`src/include/acs_pkg.sv`:
```
// constants shared by the conversion sequencer files
package acs_pkg;

    // ==========================================================
    // register map, apb byte addresses
    localparam logic [7:0] CTRL_ADDR = 8'h00;
    localparam logic [7:0] SEL_ADDR = 8'h04;
    localparam logic [7:0] RESULT_ADDR = 8'h08;
    localparam logic [7:0] STATUS_ADDR = 8'h0C;

    // ==========================================================
    // control register fields
    localparam int DIV_LSB = 0;
    localparam int DONE_BIT = 4;
    localparam int AUTO_BIT = 5;
    localparam int START_BIT = 6;
    localparam int ENABLE_BIT = 7;
    localparam int FREE_BIT = 8;
    localparam int DIFF_BIT = 9;

    // selection register fields
    localparam int CHAN_LSB = 0;
    localparam int REF_LSB = 5;

    // ==========================================================
    // reset values
    localparam logic [9:0] CTRL_RESET = 10'h000;
    localparam logic [6:0] SEL_RESET = 7'h00;

    // ==========================================================
    // conversion lengths in converter cycles, doubled to count half cycles
    localparam logic [5:0] NORMAL_HALVES = 6'h1A;
    localparam logic [5:0] FIRST_HALVES = 6'h32;
    localparam logic [5:0] AUTO_HALVES = 6'h1B;
    localparam logic [5:0] DIFF_LONG_HALVES = 6'h1C;
    // sample points in half cycles
    localparam logic [5:0] NORMAL_SAMPLE = 6'h03;
    localparam logic [5:0] FIRST_SAMPLE = 6'h1B;
    localparam logic [5:0] AUTO_SAMPLE = 6'h04;
    // cpu cycles spent synchronising the trigger
    localparam int TRIG_SYNC_CYCLES = 3;

    // state of the sequencer
    typedef enum logic [1:0] {IDLE, WAIT_EDGE, CONVERT} acs_state_type;

endpackage : acs_pkg

```
`src/acs_prescaler.sv`:
```
// prescaler that makes converter half-cycle ticks from the cpu clock
`timescale 1ns/1ps
module acs_prescaler (
    input wire logic mclk,
    input wire logic clear,
    input wire logic [2:0] divSelect,
    output logic halfTick,
    output logic convPhase
);
    logic [6:0] count_reg;
    logic [6:0] halfLimit;

    // power-of-two division ratios
    // half of the division ratio; codes 0 and 1 both divide by two
    always_comb begin
        halfLimit = (divSelect == 3'h0) ? 7'h01 : 7'(7'h01 << (divSelect - 3'h1));
    end

    // counter held in clear while disabled or at a trigger
    always_ff @(posedge mclk) begin
        if (clear) begin
            count_reg <= 7'h00;
            halfTick <= 1'b0;
            convPhase <= 1'b0;
        end else if (count_reg + 7'h01 >= halfLimit) begin
            count_reg <= 7'h00;
            halfTick <= 1'b1;
            convPhase <= ~convPhase;
        end else begin
            count_reg <= count_reg + 7'h01;
            halfTick <= 1'b0;
        end
    end
endmodule : acs_prescaler

```
`src/acs_sequencer.sv`:
```
// conversion sequencer with apb registers, trigger sync and timing
//
// Our own choices: the address map and register access over APB.
`timescale 1ns/1ps
// Contract
// - prescaler held in reset while disabled
// - software start begins at next converter edge
// - normal 13 cycles, first 25 cycles
// - sample at 1.5 or 13.5 cycles
// - done stores result, sets flag, clears start
// - trigger resets prescaler, sample at two
// - trigger passes three-cycle synchroniser
// - free running restarts, start stays high
// - differential aligns to half-rate clock, 13/14
// - free running differential restarts take 14
// - selection copied until start, then locked
// - copying resumes in last converter cycle
// - free-running change affects conversion after next
// - start bit reads one while converting
// - retrigger ignored, held trigger no restart
module acs_sequencer (
    input wire logic mclk,
    input wire logic reset,
    input wire logic psel,
    input wire logic penable,
    input wire logic pwrite,
    input wire logic [7:0] paddr,
    input wire logic [31:0] pwdata,
    output logic [31:0] prdata,
    output logic pready,
    output logic pslverr,
    input wire logic triggerIn,
    input wire logic [9:0] coreResult,
    output logic sampleHold,
    output logic [4:0] channelSelect,
    output logic [1:0] referenceSelect,
    output logic half_rate_conv_clock,
    output logic conversionActive
);
    // ==========================================================
    // registers and state
    acs_pkg::acs_state_type state_reg;
    logic [2:0] clkDivSelect_reg;
    logic conversionDoneFlag_reg;
    logic autoTriggerEnable_reg;
    logic startConversion_reg;
    logic converterEnable_reg;
    logic freeRunning_reg;
    logic differential_reg;
    logic [6:0] selBuffer_reg;
    logic [9:0] result_reg;
    logic firstPending_reg;
    logic [5:0] halfCount_reg;
    logic [5:0] endCount_reg;
    logic [5:0] sampleAt_reg;
    logic trigMeta_reg;
    logic trigSync_reg;
    logic trigLast_reg;
    logic [2:0] trigPipe_reg;
    logic [31:0] prdata_next;

    logic halfTick;
    logic convPhase;
    logic prescClear;
    logic risingEdge;
    logic trigLaunch;
    logic wrCtrl;
    logic wrSel;
    logic finishNow;
    logic lastCycle;
    logic swStart;

    // ==========================================================
    // bus decode; one wait-free access phase
    assign wrCtrl = psel && penable && pwrite && (paddr == acs_pkg::CTRL_ADDR);
    assign wrSel = psel && penable && pwrite && (paddr == acs_pkg::SEL_ADDR);
    assign swStart = wrCtrl && pwdata[acs_pkg::START_BIT] && pwdata[acs_pkg::ENABLE_BIT];

    // decide whether an address is mapped
    function automatic logic mapped(input logic [7:0] a);
        mapped = (a == acs_pkg::CTRL_ADDR) || (a == acs_pkg::SEL_ADDR)
            || (a == acs_pkg::RESULT_ADDR) || (a == acs_pkg::STATUS_ADDR);
    endfunction : mapped

    // read mux
    always_comb begin
        prdata_next = 32'h0000_0000;
        unique case (paddr)
            acs_pkg::CTRL_ADDR: begin
                prdata_next[2:0] = clkDivSelect_reg;
                prdata_next[acs_pkg::DONE_BIT] = conversionDoneFlag_reg;
                prdata_next[acs_pkg::AUTO_BIT] = autoTriggerEnable_reg;
                prdata_next[acs_pkg::START_BIT] = startConversion_reg
                    || (state_reg != acs_pkg::IDLE);
                prdata_next[acs_pkg::ENABLE_BIT] = converterEnable_reg;
                prdata_next[acs_pkg::FREE_BIT] = freeRunning_reg;
                prdata_next[acs_pkg::DIFF_BIT] = differential_reg;
            end
            acs_pkg::SEL_ADDR: prdata_next[6:0] = selBuffer_reg;
            acs_pkg::RESULT_ADDR: prdata_next[9:0] = result_reg;
            acs_pkg::STATUS_ADDR: begin
                prdata_next[1:0] = state_reg;
                prdata_next[13:8] = halfCount_reg;
            end
            default: prdata_next = 32'h0000_0000;
        endcase
    end

    // answer in the access phase; error on unmapped addresses
    always_ff @(posedge mclk) begin
        if (reset) begin
            prdata <= 32'h0000_0000;
            pready <= 1'b0;
            pslverr <= 1'b0;
        end else begin
            pready <= psel && !penable;
            pslverr <= psel && !penable && !mapped(paddr);
            prdata <= prdata_next;
        end
    end

    // ==========================================================
    // software control bits
    always_ff @(posedge mclk) begin
        if (reset) begin
            clkDivSelect_reg <= acs_pkg::CTRL_RESET[2:0];
            autoTriggerEnable_reg <= 1'b0;
            converterEnable_reg <= 1'b0;
            freeRunning_reg <= 1'b0;
            differential_reg <= 1'b0;
            selBuffer_reg <= acs_pkg::SEL_RESET;
        end else begin
            if (wrCtrl) begin
                clkDivSelect_reg <= pwdata[acs_pkg::DIV_LSB +: 3];
                autoTriggerEnable_reg <= pwdata[acs_pkg::AUTO_BIT];
                converterEnable_reg <= pwdata[acs_pkg::ENABLE_BIT];
                freeRunning_reg <= pwdata[acs_pkg::FREE_BIT];
                differential_reg <= pwdata[acs_pkg::DIFF_BIT];
            end
            if (wrSel) begin
                selBuffer_reg <= pwdata[6:0];
            end
        end
    end

    // ==========================================================
    // three-cycle trigger sync
    // two flops for the pin, then the edge pulse runs down a pipe
    always_ff @(posedge mclk) begin
        if (reset) begin
            trigMeta_reg <= 1'b0;
            trigSync_reg <= 1'b0;
            trigLast_reg <= 1'b0;
            trigPipe_reg <= 3'h0;
        end else begin
            trigMeta_reg <= triggerIn;
            trigSync_reg <= trigMeta_reg;
            trigLast_reg <= trigSync_reg;
            trigPipe_reg <= {trigPipe_reg[1:0], risingEdge};
        end
    end
    assign risingEdge = trigSync_reg && !trigLast_reg;
    assign trigLaunch = trigPipe_reg[acs_pkg::TRIG_SYNC_CYCLES - 1] && autoTriggerEnable_reg
        && converterEnable_reg && (state_reg == acs_pkg::IDLE);

    // ==========================================================
    // prescaler clear while disabled
    assign prescClear = !converterEnable_reg || trigLaunch;

    acs_prescaler prescaler (
        .mclk(mclk),
        .clear(prescClear),
        .divSelect(clkDivSelect_reg),
        .halfTick(halfTick),
        .convPhase(convPhase)
    );

    // ==========================================================
    // type-specific completion count
    assign finishNow = (state_reg == acs_pkg::CONVERT) && halfTick
        && (halfCount_reg + 6'h01 >= endCount_reg);
    assign lastCycle = (state_reg == acs_pkg::CONVERT) && (halfCount_reg + 6'h02 >= endCount_reg);

    // sequencer; counts half converter cycles so the 0.5 points land on edges
    always_ff @(posedge mclk) begin
        if (reset || !converterEnable_reg) begin
            state_reg <= acs_pkg::IDLE;
            halfCount_reg <= 6'h00;
            endCount_reg <= acs_pkg::NORMAL_HALVES;
            sampleAt_reg <= acs_pkg::NORMAL_SAMPLE;
            firstPending_reg <= 1'b1;
        end else begin
            unique case (state_reg)
                acs_pkg::IDLE: begin
                    if (trigLaunch) begin
                        state_reg <= acs_pkg::CONVERT;
                        halfCount_reg <= 6'h00;
                        endCount_reg <= firstPending_reg ? acs_pkg::FIRST_HALVES
                            : acs_pkg::AUTO_HALVES;
                        sampleAt_reg <= firstPending_reg ? acs_pkg::FIRST_SAMPLE
                            : acs_pkg::AUTO_SAMPLE;
                    end else if (swStart || startConversion_reg) begin
                        state_reg <= acs_pkg::WAIT_EDGE;
                    end
                end
                acs_pkg::WAIT_EDGE: begin
                    if (halfTick && convPhase == 1'b0) begin
                        state_reg <= acs_pkg::CONVERT;
                        halfCount_reg <= 6'h00;
                        if (firstPending_reg) begin
                            endCount_reg <= acs_pkg::FIRST_HALVES;
                            sampleAt_reg <= acs_pkg::FIRST_SAMPLE;
                        end else if (differential_reg && half_rate_conv_clock) begin
                            endCount_reg <= acs_pkg::DIFF_LONG_HALVES;
                            sampleAt_reg <= acs_pkg::NORMAL_SAMPLE + 6'h02;
                        end else begin
                            endCount_reg <= acs_pkg::NORMAL_HALVES;
                            sampleAt_reg <= acs_pkg::NORMAL_SAMPLE;
                        end
                    end
                end
                acs_pkg::CONVERT: begin
                    if (halfTick) begin
                        halfCount_reg <= halfCount_reg + 6'h01;
                    end
                    if (finishNow) begin
                        firstPending_reg <= 1'b0;
                        halfCount_reg <= 6'h00;
                        if (freeRunning_reg) begin
                            endCount_reg <= differential_reg ? acs_pkg::DIFF_LONG_HALVES
                                : acs_pkg::NORMAL_HALVES;
                            sampleAt_reg <= differential_reg ? acs_pkg::NORMAL_SAMPLE + 6'h02
                                : acs_pkg::NORMAL_SAMPLE;
                        end else begin
                            state_reg <= acs_pkg::IDLE;
                        end
                    end
                end
            endcase
        end
    end

    // ==========================================================
    // start cleared at completion unless free running
    // set by software wins over the hardware clear in the same cycle
    always_ff @(posedge mclk) begin
        if (reset) begin
            startConversion_reg <= 1'b0;
        end else if (swStart) begin
            startConversion_reg <= 1'b1;
        end else if (!converterEnable_reg || (finishNow && !freeRunning_reg)) begin
            startConversion_reg <= 1'b0;
        end else if (trigLaunch) begin
            startConversion_reg <= 1'b1;
        end
    end

    // result stored and flag set; writing one clears, set wins
    always_ff @(posedge mclk) begin
        if (reset) begin
            conversionDoneFlag_reg <= 1'b0;
            result_reg <= 10'h000;
        end else if (finishNow) begin
            conversionDoneFlag_reg <= 1'b1;
            result_reg <= coreResult;
        end else if (wrCtrl && pwdata[acs_pkg::DONE_BIT]) begin
            conversionDoneFlag_reg <= 1'b0;
        end
    end

    // ==========================================================
    // selection locked during conversion
    // free-running change lands one conversion late
    always_ff @(posedge mclk) begin
        if (reset) begin
            channelSelect <= acs_pkg::SEL_RESET[4:0];
            referenceSelect <= acs_pkg::SEL_RESET[6:5];
        end else if (state_reg != acs_pkg::CONVERT || lastCycle) begin
            channelSelect <= selBuffer_reg[acs_pkg::CHAN_LSB +: 5];
            referenceSelect <= selBuffer_reg[acs_pkg::REF_LSB +: 2];
        end
    end

    // sample strobe at 1.5, 2, 2.5 or 13.5
    // analog outputs and the half-rate clock
    always_ff @(posedge mclk) begin
        if (reset) begin
            sampleHold <= 1'b0;
            conversionActive <= 1'b0;
            half_rate_conv_clock <= 1'b0;
        end else begin
            sampleHold <= (state_reg == acs_pkg::CONVERT) && halfTick
                && (halfCount_reg + 6'h01 == sampleAt_reg);
            conversionActive <= ((state_reg == acs_pkg::CONVERT) && !finishNow)
                || ((state_reg == acs_pkg::WAIT_EDGE) && halfTick && !convPhase) || trigLaunch;
            if (!converterEnable_reg) begin
                half_rate_conv_clock <= 1'b0;
            end else if (halfTick && convPhase == 1'b0) begin
                half_rate_conv_clock <= ~half_rate_conv_clock;
            end
        end
    end

endmodule : acs_sequencer

```
`config.mk`:
```
export PLATFORM = sky130hd
export DESIGN_NAME = acs_sequencer
export DESIGN_NICKNAME = d
export VERILOG_FILES = /design/src/include/acs_pkg.sv /design/src/acs_prescaler.sv /design/src/acs_sequencer.sv
export SDC_FILE = /design/constraint.sdc
export NUM_CORES = 1
export LEC_CHECK = 0
export BUFFER_PORTS_ARGS = -buffer_cell sky130_fd_sc_hd__buf_2
export CORE_MARGIN = 1.5
export CORE_UTILIZATION = 35
export CTS_BUF_LIST = sky130_fd_sc_hd__clkbuf_8 sky130_fd_sc_hd__clkbuf_16
export DETAILED_ROUTE_END_ITERATION = 10
export GPL_ROUTABILITY_DRIVEN = 0
export PLACE_DENSITY = 0.68
export SYNTH_ARGS = -nofsm -noshare
export SYNTH_HDL_FRONTEND = slang
export SYNTH_SLANG_ARGS = --single-unit
```
`constraint.sdc`:
```
create_clock -name mclk -period 2.71 [get_ports mclk]
set_input_delay 0.4065 -clock mclk [delete_from_list [all_inputs] [get_ports mclk]]
set_output_delay 0.4065 -clock mclk [all_outputs]
set_load 0.01 [all_outputs]
```
==> results of run 1 <==
[repair_timing]
action                                  in CTS  in global routing
resized for setup                            0                  3
endpoints found under the setup margin       0                 13
buffers inserted                             0                  0
[power by group]
group	internal, mW	total [mW]	switching [mW]
Combinational	0.0328	0.0831	0.0503
Sequential	1.24	1.24	0.000836
Clock	0.744	1.29	0.549
Total	2.01	2.61	0.600
[synthesized netlist by cell type, types with 4 or more instances]
cell type	number	area, um2
sky130_fd_sc_hd__nand3_1	17	85.1
sky130_fd_sc_hd__ha_1	24	300
sky130_fd_sc_hd__and3_1	5	31.3
sky130_fd_sc_hd__nand3b_1	5	37.5
sky130_fd_sc_hd__nor2_1	55	206
sky130_fd_sc_hd__a211oi_1	4	30.0
sky130_fd_sc_hd__buf_2	4	20.0
sky130_fd_sc_hd__nand2b_1	19	119
sky130_fd_sc_hd__o21ai_0	12	60.1
sky130_fd_sc_hd__mux2i_1	37	370
sky130_fd_sc_hd__xnor2_1	10	87.6
sky130_fd_sc_hd__and2_1	6	37.5
sky130_fd_sc_hd__inv_1	16	60.1
sky130_fd_sc_hd__nor3_1	5	25.0
sky130_fd_sc_hd__clkbuf_1	12	45.0
sky130_fd_sc_hd__nand2_1	19	71.3
sky130_fd_sc_hd__a21o_1	5	37.5
sky130_fd_sc_hd__xor2_1	7	61.3
sky130_fd_sc_hd__buf_4	19	143
sky130_fd_sc_hd__nor2b_1	16	100
sky130_fd_sc_hd__o211ai_1	5	37.5
sky130_fd_sc_hd__nand4_1	7	43.8
sky130_fd_sc_hd__dfxtp_1	84	1680
sky130_fd_sc_hd__a21oi_1	22	110
[cell families after synthesis]
logic type,share of synthesized area
AND/OR/NAND/NOR,0.212
flip-flops,0.399
AO/OA/AOI/OAI,0.113
buffers and inverters,0.0644
multiplexers,0.104
adder cells (fa/ha/maj),0.0713
XOR/XNOR,0.0353
other,0.000890
[critical path: stages, from the launching register on]
cell                       delay [ns]
sky130_fd_sc_hd__dfxtp_1         0.35
sky130_fd_sc_hd__ha_1            0.26
sky130_fd_sc_hd__nand4_1         0.18
sky130_fd_sc_hd__xnor2_2         0.19
sky130_fd_sc_hd__ha_1            0.31
sky130_fd_sc_hd__nand2b_1        0.09
sky130_fd_sc_hd__mux2i_4         0.22
sky130_fd_sc_hd__o311ai_1        0.16
sky130_fd_sc_hd__buf_4           0.18
sky130_fd_sc_hd__or3_1           0.36
sky130_fd_sc_hd__a21oi_1         0.14
[per-stage QoR]
step | cells | total power, mW | hold slack [ns] | instance area, um2 | util
6_report | 670 | 2.61 | 0.250 | 5000 | 0.432
5_1_grt | 670 | 2.70 | 0.243 | 5000 | 0.432
4_1_cts | 670 | 2.64 | 0.241 | 4980 | 0.431
3_5_place_dp | 654 | 1.35 | 0.384 | 4670 | 0.404
3_3_place_gp | 654 | 1.35 | 0.372 | 4670 | 0.404
2_1_floorplan | 472 | 1.33 | 0.367 | 4280 | -
[per-layer routing]
metal	global-route usage	up-vias
li1	-	1687
met1	0.199	1555
met2	0.254	72
met3	0.0300	5
met4	0.0397	0
met5	0	-
[final cells by class]
cell class,count,area share
multi-input combinational,336,0.469
sequential,84,0.337
timing repair buffer,75,0.0831
clock buffer,9,0.0451
tap,143,0.0358
clock inverter,7,0.0180
inverter,16,0.0120
[worst max path at each step]
stage	from	to	slack [ns]	cells after the start
2_1_floorplan	clkDivSelect_reg[0]$_SDFFE_PP0N_	prescaler.count_reg[2]$_SDFF_PP0_	0.1	10
3_3_place_gp	halfCount_reg[0]$_SDFFE_PP0P_	sampleAt_reg[1]$_SDFFE_PP1P_	0.26	8
3_5_place_dp	halfCount_reg[0]$_SDFFE_PP0P_	sampleAt_reg[1]$_SDFFE_PP1P_	0.18	8
4_1_cts	halfCount_reg[0]$_SDFFE_PP0P_	state_reg[1]$_SDFFE_PP0P_	0.16	9
5_1_grt	prescaler.count_reg[0]$_SDFF_PP0_	prescaler.count_reg[5]$_SDFF_PP0_	0.01	9
6_report	halfCount_reg[2]$_SDFFE_PP0P_	state_reg[1]$_SDFFE_PP0P_	0.19	10
==> tab_implementation.tex, run 1 <==
\begin{tabular}{lr}
\hline
Metric & Value \\
\hline
\multicolumn{2}{l}{\textbf{Detailed routing}} \\
\quad Post-detailed-route DRC marker count & 0 \\
\quad Uppermost signal routing layer after detailed routing & met4 \\
\quad Routed Antenna Nets & 0 \\
\quad Wire length on met2 & 4.48 mm \\
\quad Routed metal-1 wire length & 4.45 mm \\
\quad Total number of vias & approximately 3300 \\
\quad Vias per cell & $\sim$5.0 \\
\quad Initial DRC Count & 186 \\
\quad Total routed wirelength & 9.32 mm \\
\quad Met3 WL & 313 um \\
\quad Average wire per standard cell & 13.9 um \\
\quad Pre-antenna DRT Iters & 4 \\
\multicolumn{2}{l}{\textbf{Job}} \\
\quad Number of max-capacitance violations reported & 0 \\
\multicolumn{2}{l}{\textbf{Floorplanning}} \\
\quad Core footprint & between 10000 and 15000 um2 \\
\quad Rows & 39 \\
\quad Width of the die & between 100 and 150 um \\
\quad Die height & 113 um \\
\quad Die ar. & 12700 um2 \\
\quad Initial Utilization & 0.364 \\
\quad I/O pin cnt & 100 \\
\multicolumn{2}{l}{\textbf{Power and ir drop}} \\
\quad Leakage power total & around 2.3 nW \\
\quad PD cells & around 520 nW/um2 \\
\quad Worst VDD drop & 0.363 mV \\
\multicolumn{2}{l}{\textbf{Cells and area}} \\
\quad Total number of nets in the final design & $\sim$600 \\
\quad Top library cells by usage in the layout, fill and taps aside & sky130\_fd\_sc\_hd\_\_dfxtp\_1, sky130\_fd\_sc\_hd\_\_buf\_2, sky130\_fd\_sc\_hd\_\_nor2\_1, sky130\_fd\_sc\_hd\_\_mux2i\_1, sky130\_fd\_sc\_hd\_\_ha\_1 \\
\quad Area occupied by registers & 1680 um2 \\
\quad Most common cell after layout, fill and taps aside & sky130\_fd\_sc\_hd\_\_dfxtp\_1 \\
\quad Total of fill cells in the finished design & 1131 \\
\quad Antenna diode count & 0 \\
\quad Proportion of layout cells with a drive suffix above 1 & 0.203 \\
\quad Footprint of the multi-input gates & 2340 um2 \\
\quad Area overhead of the layout relative to synthesis & 18.6\% \\
\quad Max reg flops & 14 \\
\multicolumn{2}{l}{\textbf{Worst setup path}} \\
\quad Worst Setup Start Kind & flop \\
\quad Worst r2r path cells & 10 \\
\quad Critical path data arrival time & 2.77 ns \\
\quad Required time at the endpoint of the critical path & just under 3 ns \\
\quad Category of the worst setup path capture point & flop \\
\quad Reg-to-reg slack, setup & 0.19 ns \\
\quad Reg2Reg Launch Point & halfCount\_reg[2]\$\_SDFFE\_PP0P\_ \\
\quad Endpoint of the worst-slack reg-to-reg timing path & state\_reg[1]\$\_SDFFE\_PP0P\_ \\
\quad Maximum fanout count along the critical path & 4 \\
\quad Kind of critical path & reg2reg \\
\multicolumn{2}{l}{\textbf{GRT}} \\
\quad Number of global-route vias before repair & 3180 \\
\quad Total congestion overflow after global routing & 0 \\
\quad First-pass GRT wire length & 15.5 mm \\
\quad Antenna violations before repair & 0 \\
\quad GRT Util Overall & 0.151 \\
\quad Largest net degree at the start of global routing & 34 \\
\multicolumn{2}{l}{\textbf{Timing}} \\
\quad Final critical-path required period & 2.52 ns \\
\quad Post-route clock period utilization & 0.928 \\
\quad Setup repair after global routing missed its margin & no \\
\quad Max-slew violation total from the final report & 0 \\
\quad Setup-failing EPs final & 0 \\
\quad Final Skew & between 0.005 and 0.006 ns \\
\quad Setup ws final & 0.194 ns \\
\quad Worst slew slack as a fraction of its limit & 0.549 \\
\quad Setup TNS Final & 0 ns \\
\quad Transition time at the pin with the least slew margin & 0.673 ns \\
\quad Final hold violations & 0 \\
\quad Max frequency & 398 MHz \\
\multicolumn{2}{l}{\textbf{Logic synthesis}} \\
\quad Number of distinct library cells after synthesis & 56 \\
\quad Share of flip-flops with an asynchronous set or reset & 0 \\
\quad Post-synthesis cell count & 455 \\
\quad Number of synthesized flops with an enable pin & 0 \\
\quad Cell area after synthesis & approximately 4200 um2 \\
\quad Top FF cell, synth & sky130\_fd\_sc\_hd\_\_dfxtp\_1 \\
\quad Flops \& latches, synth & 84 \\
\quad Mapped Avg Cell Area & 9.26 um2 \\
\quad Share of synthesized area occupied by flip-flops and latches & 0.399 \\
\quad Synth warn & 0 \\
\multicolumn{2}{l}{\textbf{Place}} \\
\quad Number of input and output port buffers inserted & 59 \\
\quad Pre-CTS setup slack & 0.176 ns \\
\quad HPWL after DPL & 7.13 mm \\
\multicolumn{2}{l}{\textbf{CTS}} \\
\quad Deepest clock path buffer count & 2 \\
\quad Number of clock sinks & 84 \\
\quad Hold-fix buffers at CTS & 0 \\
\quad Total CTS buffers & 9 \\
\quad Cell chosen for the clock root & sky130\_fd\_sc\_hd\_\_clkbuf\_16 \\
\quad TritonCTS clock tree & built \\
\quad Clock transition at the register clock pins on the worst setup and hold paths after CTS & about 0.070 ns \\
\quad Insertion delay to the later sink of the worst-skew pair & 0.33 ns \\
\quad Clock H-tree levels & 3 \\
\multicolumn{2}{l}{\textbf{Min path}} \\
\quad Number of cells on the worst hold path & 2 \\
\quad Classification of the worst-slack hold path & in2reg \\
\quad Hold path startpoint & penable \\
\quad Destination of the worst hold path & pready\$\_SDFF\_PP0\_ \\
\multicolumn{2}{l}{\textbf{Run status}} \\
\quad Status & completed \\
\hline
\end{tabular}
No activity file was read; power rests on OpenSTA's default activity.
==> inputs of run 2 (changes only) <==
Settings changed: CORE_UTILIZATION 35 to 49, PLACE_DENSITY 0.68 to 0.87.
==> tab_implementation.tex, run 2 (synthesized netlist as in run 1, its figures left out) <==
\begin{tabular}{lr}
\hline
Metric & Value \\
\hline
\multicolumn{2}{l}{\textbf{Cells and area}} \\
\quad Total number of nets in the final design & 601 \\
\quad Non-filler instance count after layout & 630 \\
\quad Antenna diode count & 0 \\
\quad Top library cells by usage in the layout, fill and taps aside & sky130\_fd\_sc\_hd\_\_dfxtp\_1, sky130\_fd\_sc\_hd\_\_buf\_2, sky130\_fd\_sc\_hd\_\_nor2\_1, sky130\_fd\_sc\_hd\_\_mux2i\_1, sky130\_fd\_sc\_hd\_\_ha\_1 \\
\quad Most common cell after layout, fill and taps aside & sky130\_fd\_sc\_hd\_\_dfxtp\_1 \\
\quad Area overhead of the layout relative to synthesis & 16.2\% \\
\quad Proportion of layout cells with a drive suffix above 1 & 0.206 \\
\quad Max reg flops & 14 \\
\multicolumn{2}{l}{\textbf{Timing}} \\
\quad Final hold violations & 0 \\
\quad Final critical-path required period & 2.64 ns \\
\quad Transition time at the pin with the least slew margin & 0.729 ns \\
\quad Max-slew violation total from the final report & 0 \\
\quad Setup ws final & approximately 0.072 ns \\
\quad Max frequency & $\sim$380 MHz \\
\quad Setup-failing EPs final & 0 \\
\quad Final Skew & 0.00846 ns \\
\quad Post-route clock period utilization & 0.974 \\
\quad Worst slew slack as a fraction of its limit & 0.512 \\
\multicolumn{2}{l}{\textbf{Worst setup path}} \\
\quad Maximum fanout count along the critical path & 5 \\
\quad Critical path data arrival time & 2.91 ns \\
\quad Endpoint of the worst-slack reg-to-reg timing path & state\_reg[1]\$\_SDFFE\_PP0P\_ \\
\quad Origin of the worst setup path & halfCount\_reg[1]\$\_SDFFE\_PP0P\_ \\
\quad Reg2Reg Launch Point & halfCount\_reg[1]\$\_SDFFE\_PP0P\_ \\
\quad Worst r2r path cells & 10 \\
\quad Required time at the endpoint of the critical path & between 2 and 3 ns \\
\quad Worst Setup Start Kind & flop \\
\quad Reg-to-reg slack, setup & 0.07 ns \\
\quad Category of the worst setup path capture point & flop \\
\quad Kind of critical path & reg2reg \\
\quad Critical Path Sink & state\_reg[1]\$\_SDFFE\_PP0P\_ \\
\multicolumn{2}{l}{\textbf{CTS}} \\
\quad Deepest clock path buffer count & 2 \\
\quad Clock transition at the register clock pins on the worst setup and hold paths after CTS & 0.08 ns \\
\quad TritonCTS clock tree & built \\
\quad Cell chosen for the clock root & sky130\_fd\_sc\_hd\_\_clkbuf\_8 \\
\quad Number of clock sinks & 84 \\
\quad Insertion delay to the later sink of the worst-skew pair & 0.35 ns \\
\quad Total CTS buffers & 9 \\
\quad Hold-fix buffers at CTS & 0 \\
\quad Clock H-tree levels & 3 \\
\multicolumn{2}{l}{\textbf{GRT}} \\
\quad Total congestion overflow after global routing & 0 \\
\quad Largest net degree at the start of global routing & 30 \\
\quad First-pass GRT wire length & approximately 16 mm \\
\quad Antenna violations before repair & 0 \\
\quad GRT Util Overall & 0.224 \\
\quad Number of global-route vias before repair & approximately 3300 \\
\multicolumn{2}{l}{\textbf{Detailed routing}} \\
\quad Total routed wirelength & 10.1 mm \\
\quad Routed Antenna Nets & 0 \\
\quad Pre-antenna DRT Iters & 5 \\
\quad Average wire per standard cell & 16.1 um \\
\quad Vias per cell & 5.59 \\
\quad Post-detailed-route DRC marker count & 0 \\
\quad Total number of vias & 3522 \\
\quad Initial DRC Count & 368 \\
\multicolumn{2}{l}{\textbf{Power and ir drop}} \\
\quad Share of total power in sequential cells & 0.519 \\
\quad Part of the total power dissipated in combinational logic & 0.034 \\
\quad Leakage power total & 2.23 nW \\
\quad Clock share of power & 0.446 \\
\quad Pint & 1.88 mW \\
\quad Worst VDD drop & 0.279 mV \\
\quad PD cells & 487 nW/um2 \\
\quad Net Sw Power & between 500 and 600 uW \\
\quad Net switching fraction of the power & 0.212 \\
\multicolumn{2}{l}{\textbf{Run status}} \\
\quad Status & completed \\
\multicolumn{2}{l}{\textbf{Floorplanning}} \\
\quad Core footprint & 8260 um2 \\
\quad Rows & 33 \\
\quad Die ar. & around 9000 um2 \\
\quad I/O pin cnt & 100 \\
\quad Initial Utilization & 0.510 \\
\quad Die height & 95.7 um \\
\quad Width of the die & 95.7 um \\
\multicolumn{2}{l}{\textbf{Min path}} \\
\quad Classification of the worst-slack hold path & in2reg \\
\multicolumn{2}{l}{\textbf{Place}} \\
\quad Number of input and output port buffers inserted & 59 \\
\quad Post-placement cell count & 613 \\
\quad HPWL after DPL & 7.23 mm \\
\quad Pre-CTS setup slack & approximately 0.092 ns \\
\multicolumn{2}{l}{\textbf{Job}} \\
\quad Number of max-capacitance violations reported & 0 \\
\hline
\end{tabular}
[run 2: cell types whose count changed in the layout (fill, tap and decap cells not counted), sizes merged]
cell and delta:
inv -5, clkinv +2, buf -1, bufinv +2
[run 2: worst min path at each step]
stage	startpoint	end	slack (ns)	cells past startpoint
floorplan	trigLast_reg$_SDFF_PP0_	trigPipe_reg[0]$_SDFF_PP0_	0.37	1
finish	penable	pready$_SDFF_PP0_	0.22	2
detailed placement	trigLast_reg$_SDFF_PP0_	trigPipe_reg[0]$_SDFF_PP0_	0.39	1
global route	penable	pready$_SDFF_PP0_	0.23	2
CTS	penable	pready$_SDFF_PP0_	0.22	2
global placement	trigLast_reg$_SDFF_PP0_	trigPipe_reg[0]$_SDFF_PP0_	0.37	1
[run 2: critical path: stages (launching register included)]
cell and delay [ns]:
sky130_fd_sc_hd__dfxtp_2 0.34, sky130_fd_sc_hd__buf_4 0.16, sky130_fd_sc_hd__ha_1 0.24, sky130_fd_sc_hd__xor2_1 0.19, sky130_fd_sc_hd__ha_1 0.31, sky130_fd_sc_hd__o211ai_1 0.16, sky130_fd_sc_hd__o2111ai_2 0.28, sky130_fd_sc_hd__o311ai_4 0.16
sky130_fd_sc_hd__buf_4 0.17, sky130_fd_sc_hd__or3_1 0.38, sky130_fd_sc_hd__a21oi_1 0.17
[run 2: metal layers]
metal	GRT usage	vias up	part of all wire
met3	0.0450	28	0.067
met4	0.0735	0	0.021
li1	-	1676	-
met1	0.271	1661	0.40
met2	0.394	157	0.52
met5	0	-	0
[run 2: through the flow]
step	util	power (mW)	TNS [ns]	cell area [um2]	hold slack [ns]
after floorplan	-	1.33	0	4280	0.367
after global placement	0.557	1.35	0	4600	0.372
after detailed placement	0.557	1.35	0	4600	0.391
after CTS	0.586	2.39	0	4840	0.222
after global routing	0.593	2.46	-0.165	4890	0.228
final	0.593	2.38	0	4890	0.224
[run 2: layout make-up]
type / count / area [um2]
inverters: 16 / 60.1
repair buffers: 74 / 420
clock inverters: 6 / 113
well taps: 105 / 131
fillers: 697 / 3360
clock buffers: 9 / 124
flip-flops and latches: 84 / 1680
multi-input cells: 336 / 2360
[run 2: power by group through the flow]
stage / registers (mW) / logic [mW] / clock network [mW]
floorplan: 1.27 / 0.0626 / 0
global placement: 1.27 / 0.0792 / 0
detailed placement: 1.27 / 0.0804 / 0
CTS: 1.24 / 0.0812 / 1.07
global route: 1.24 / 0.0899 / 1.13
finish: 1.24 / 0.0820 / 1.06
[run 2: timing repair]
item	in CTS	in global routing
setup buffers	0	2
resized for setup	0	8
endpoints found under the setup margin	0	14
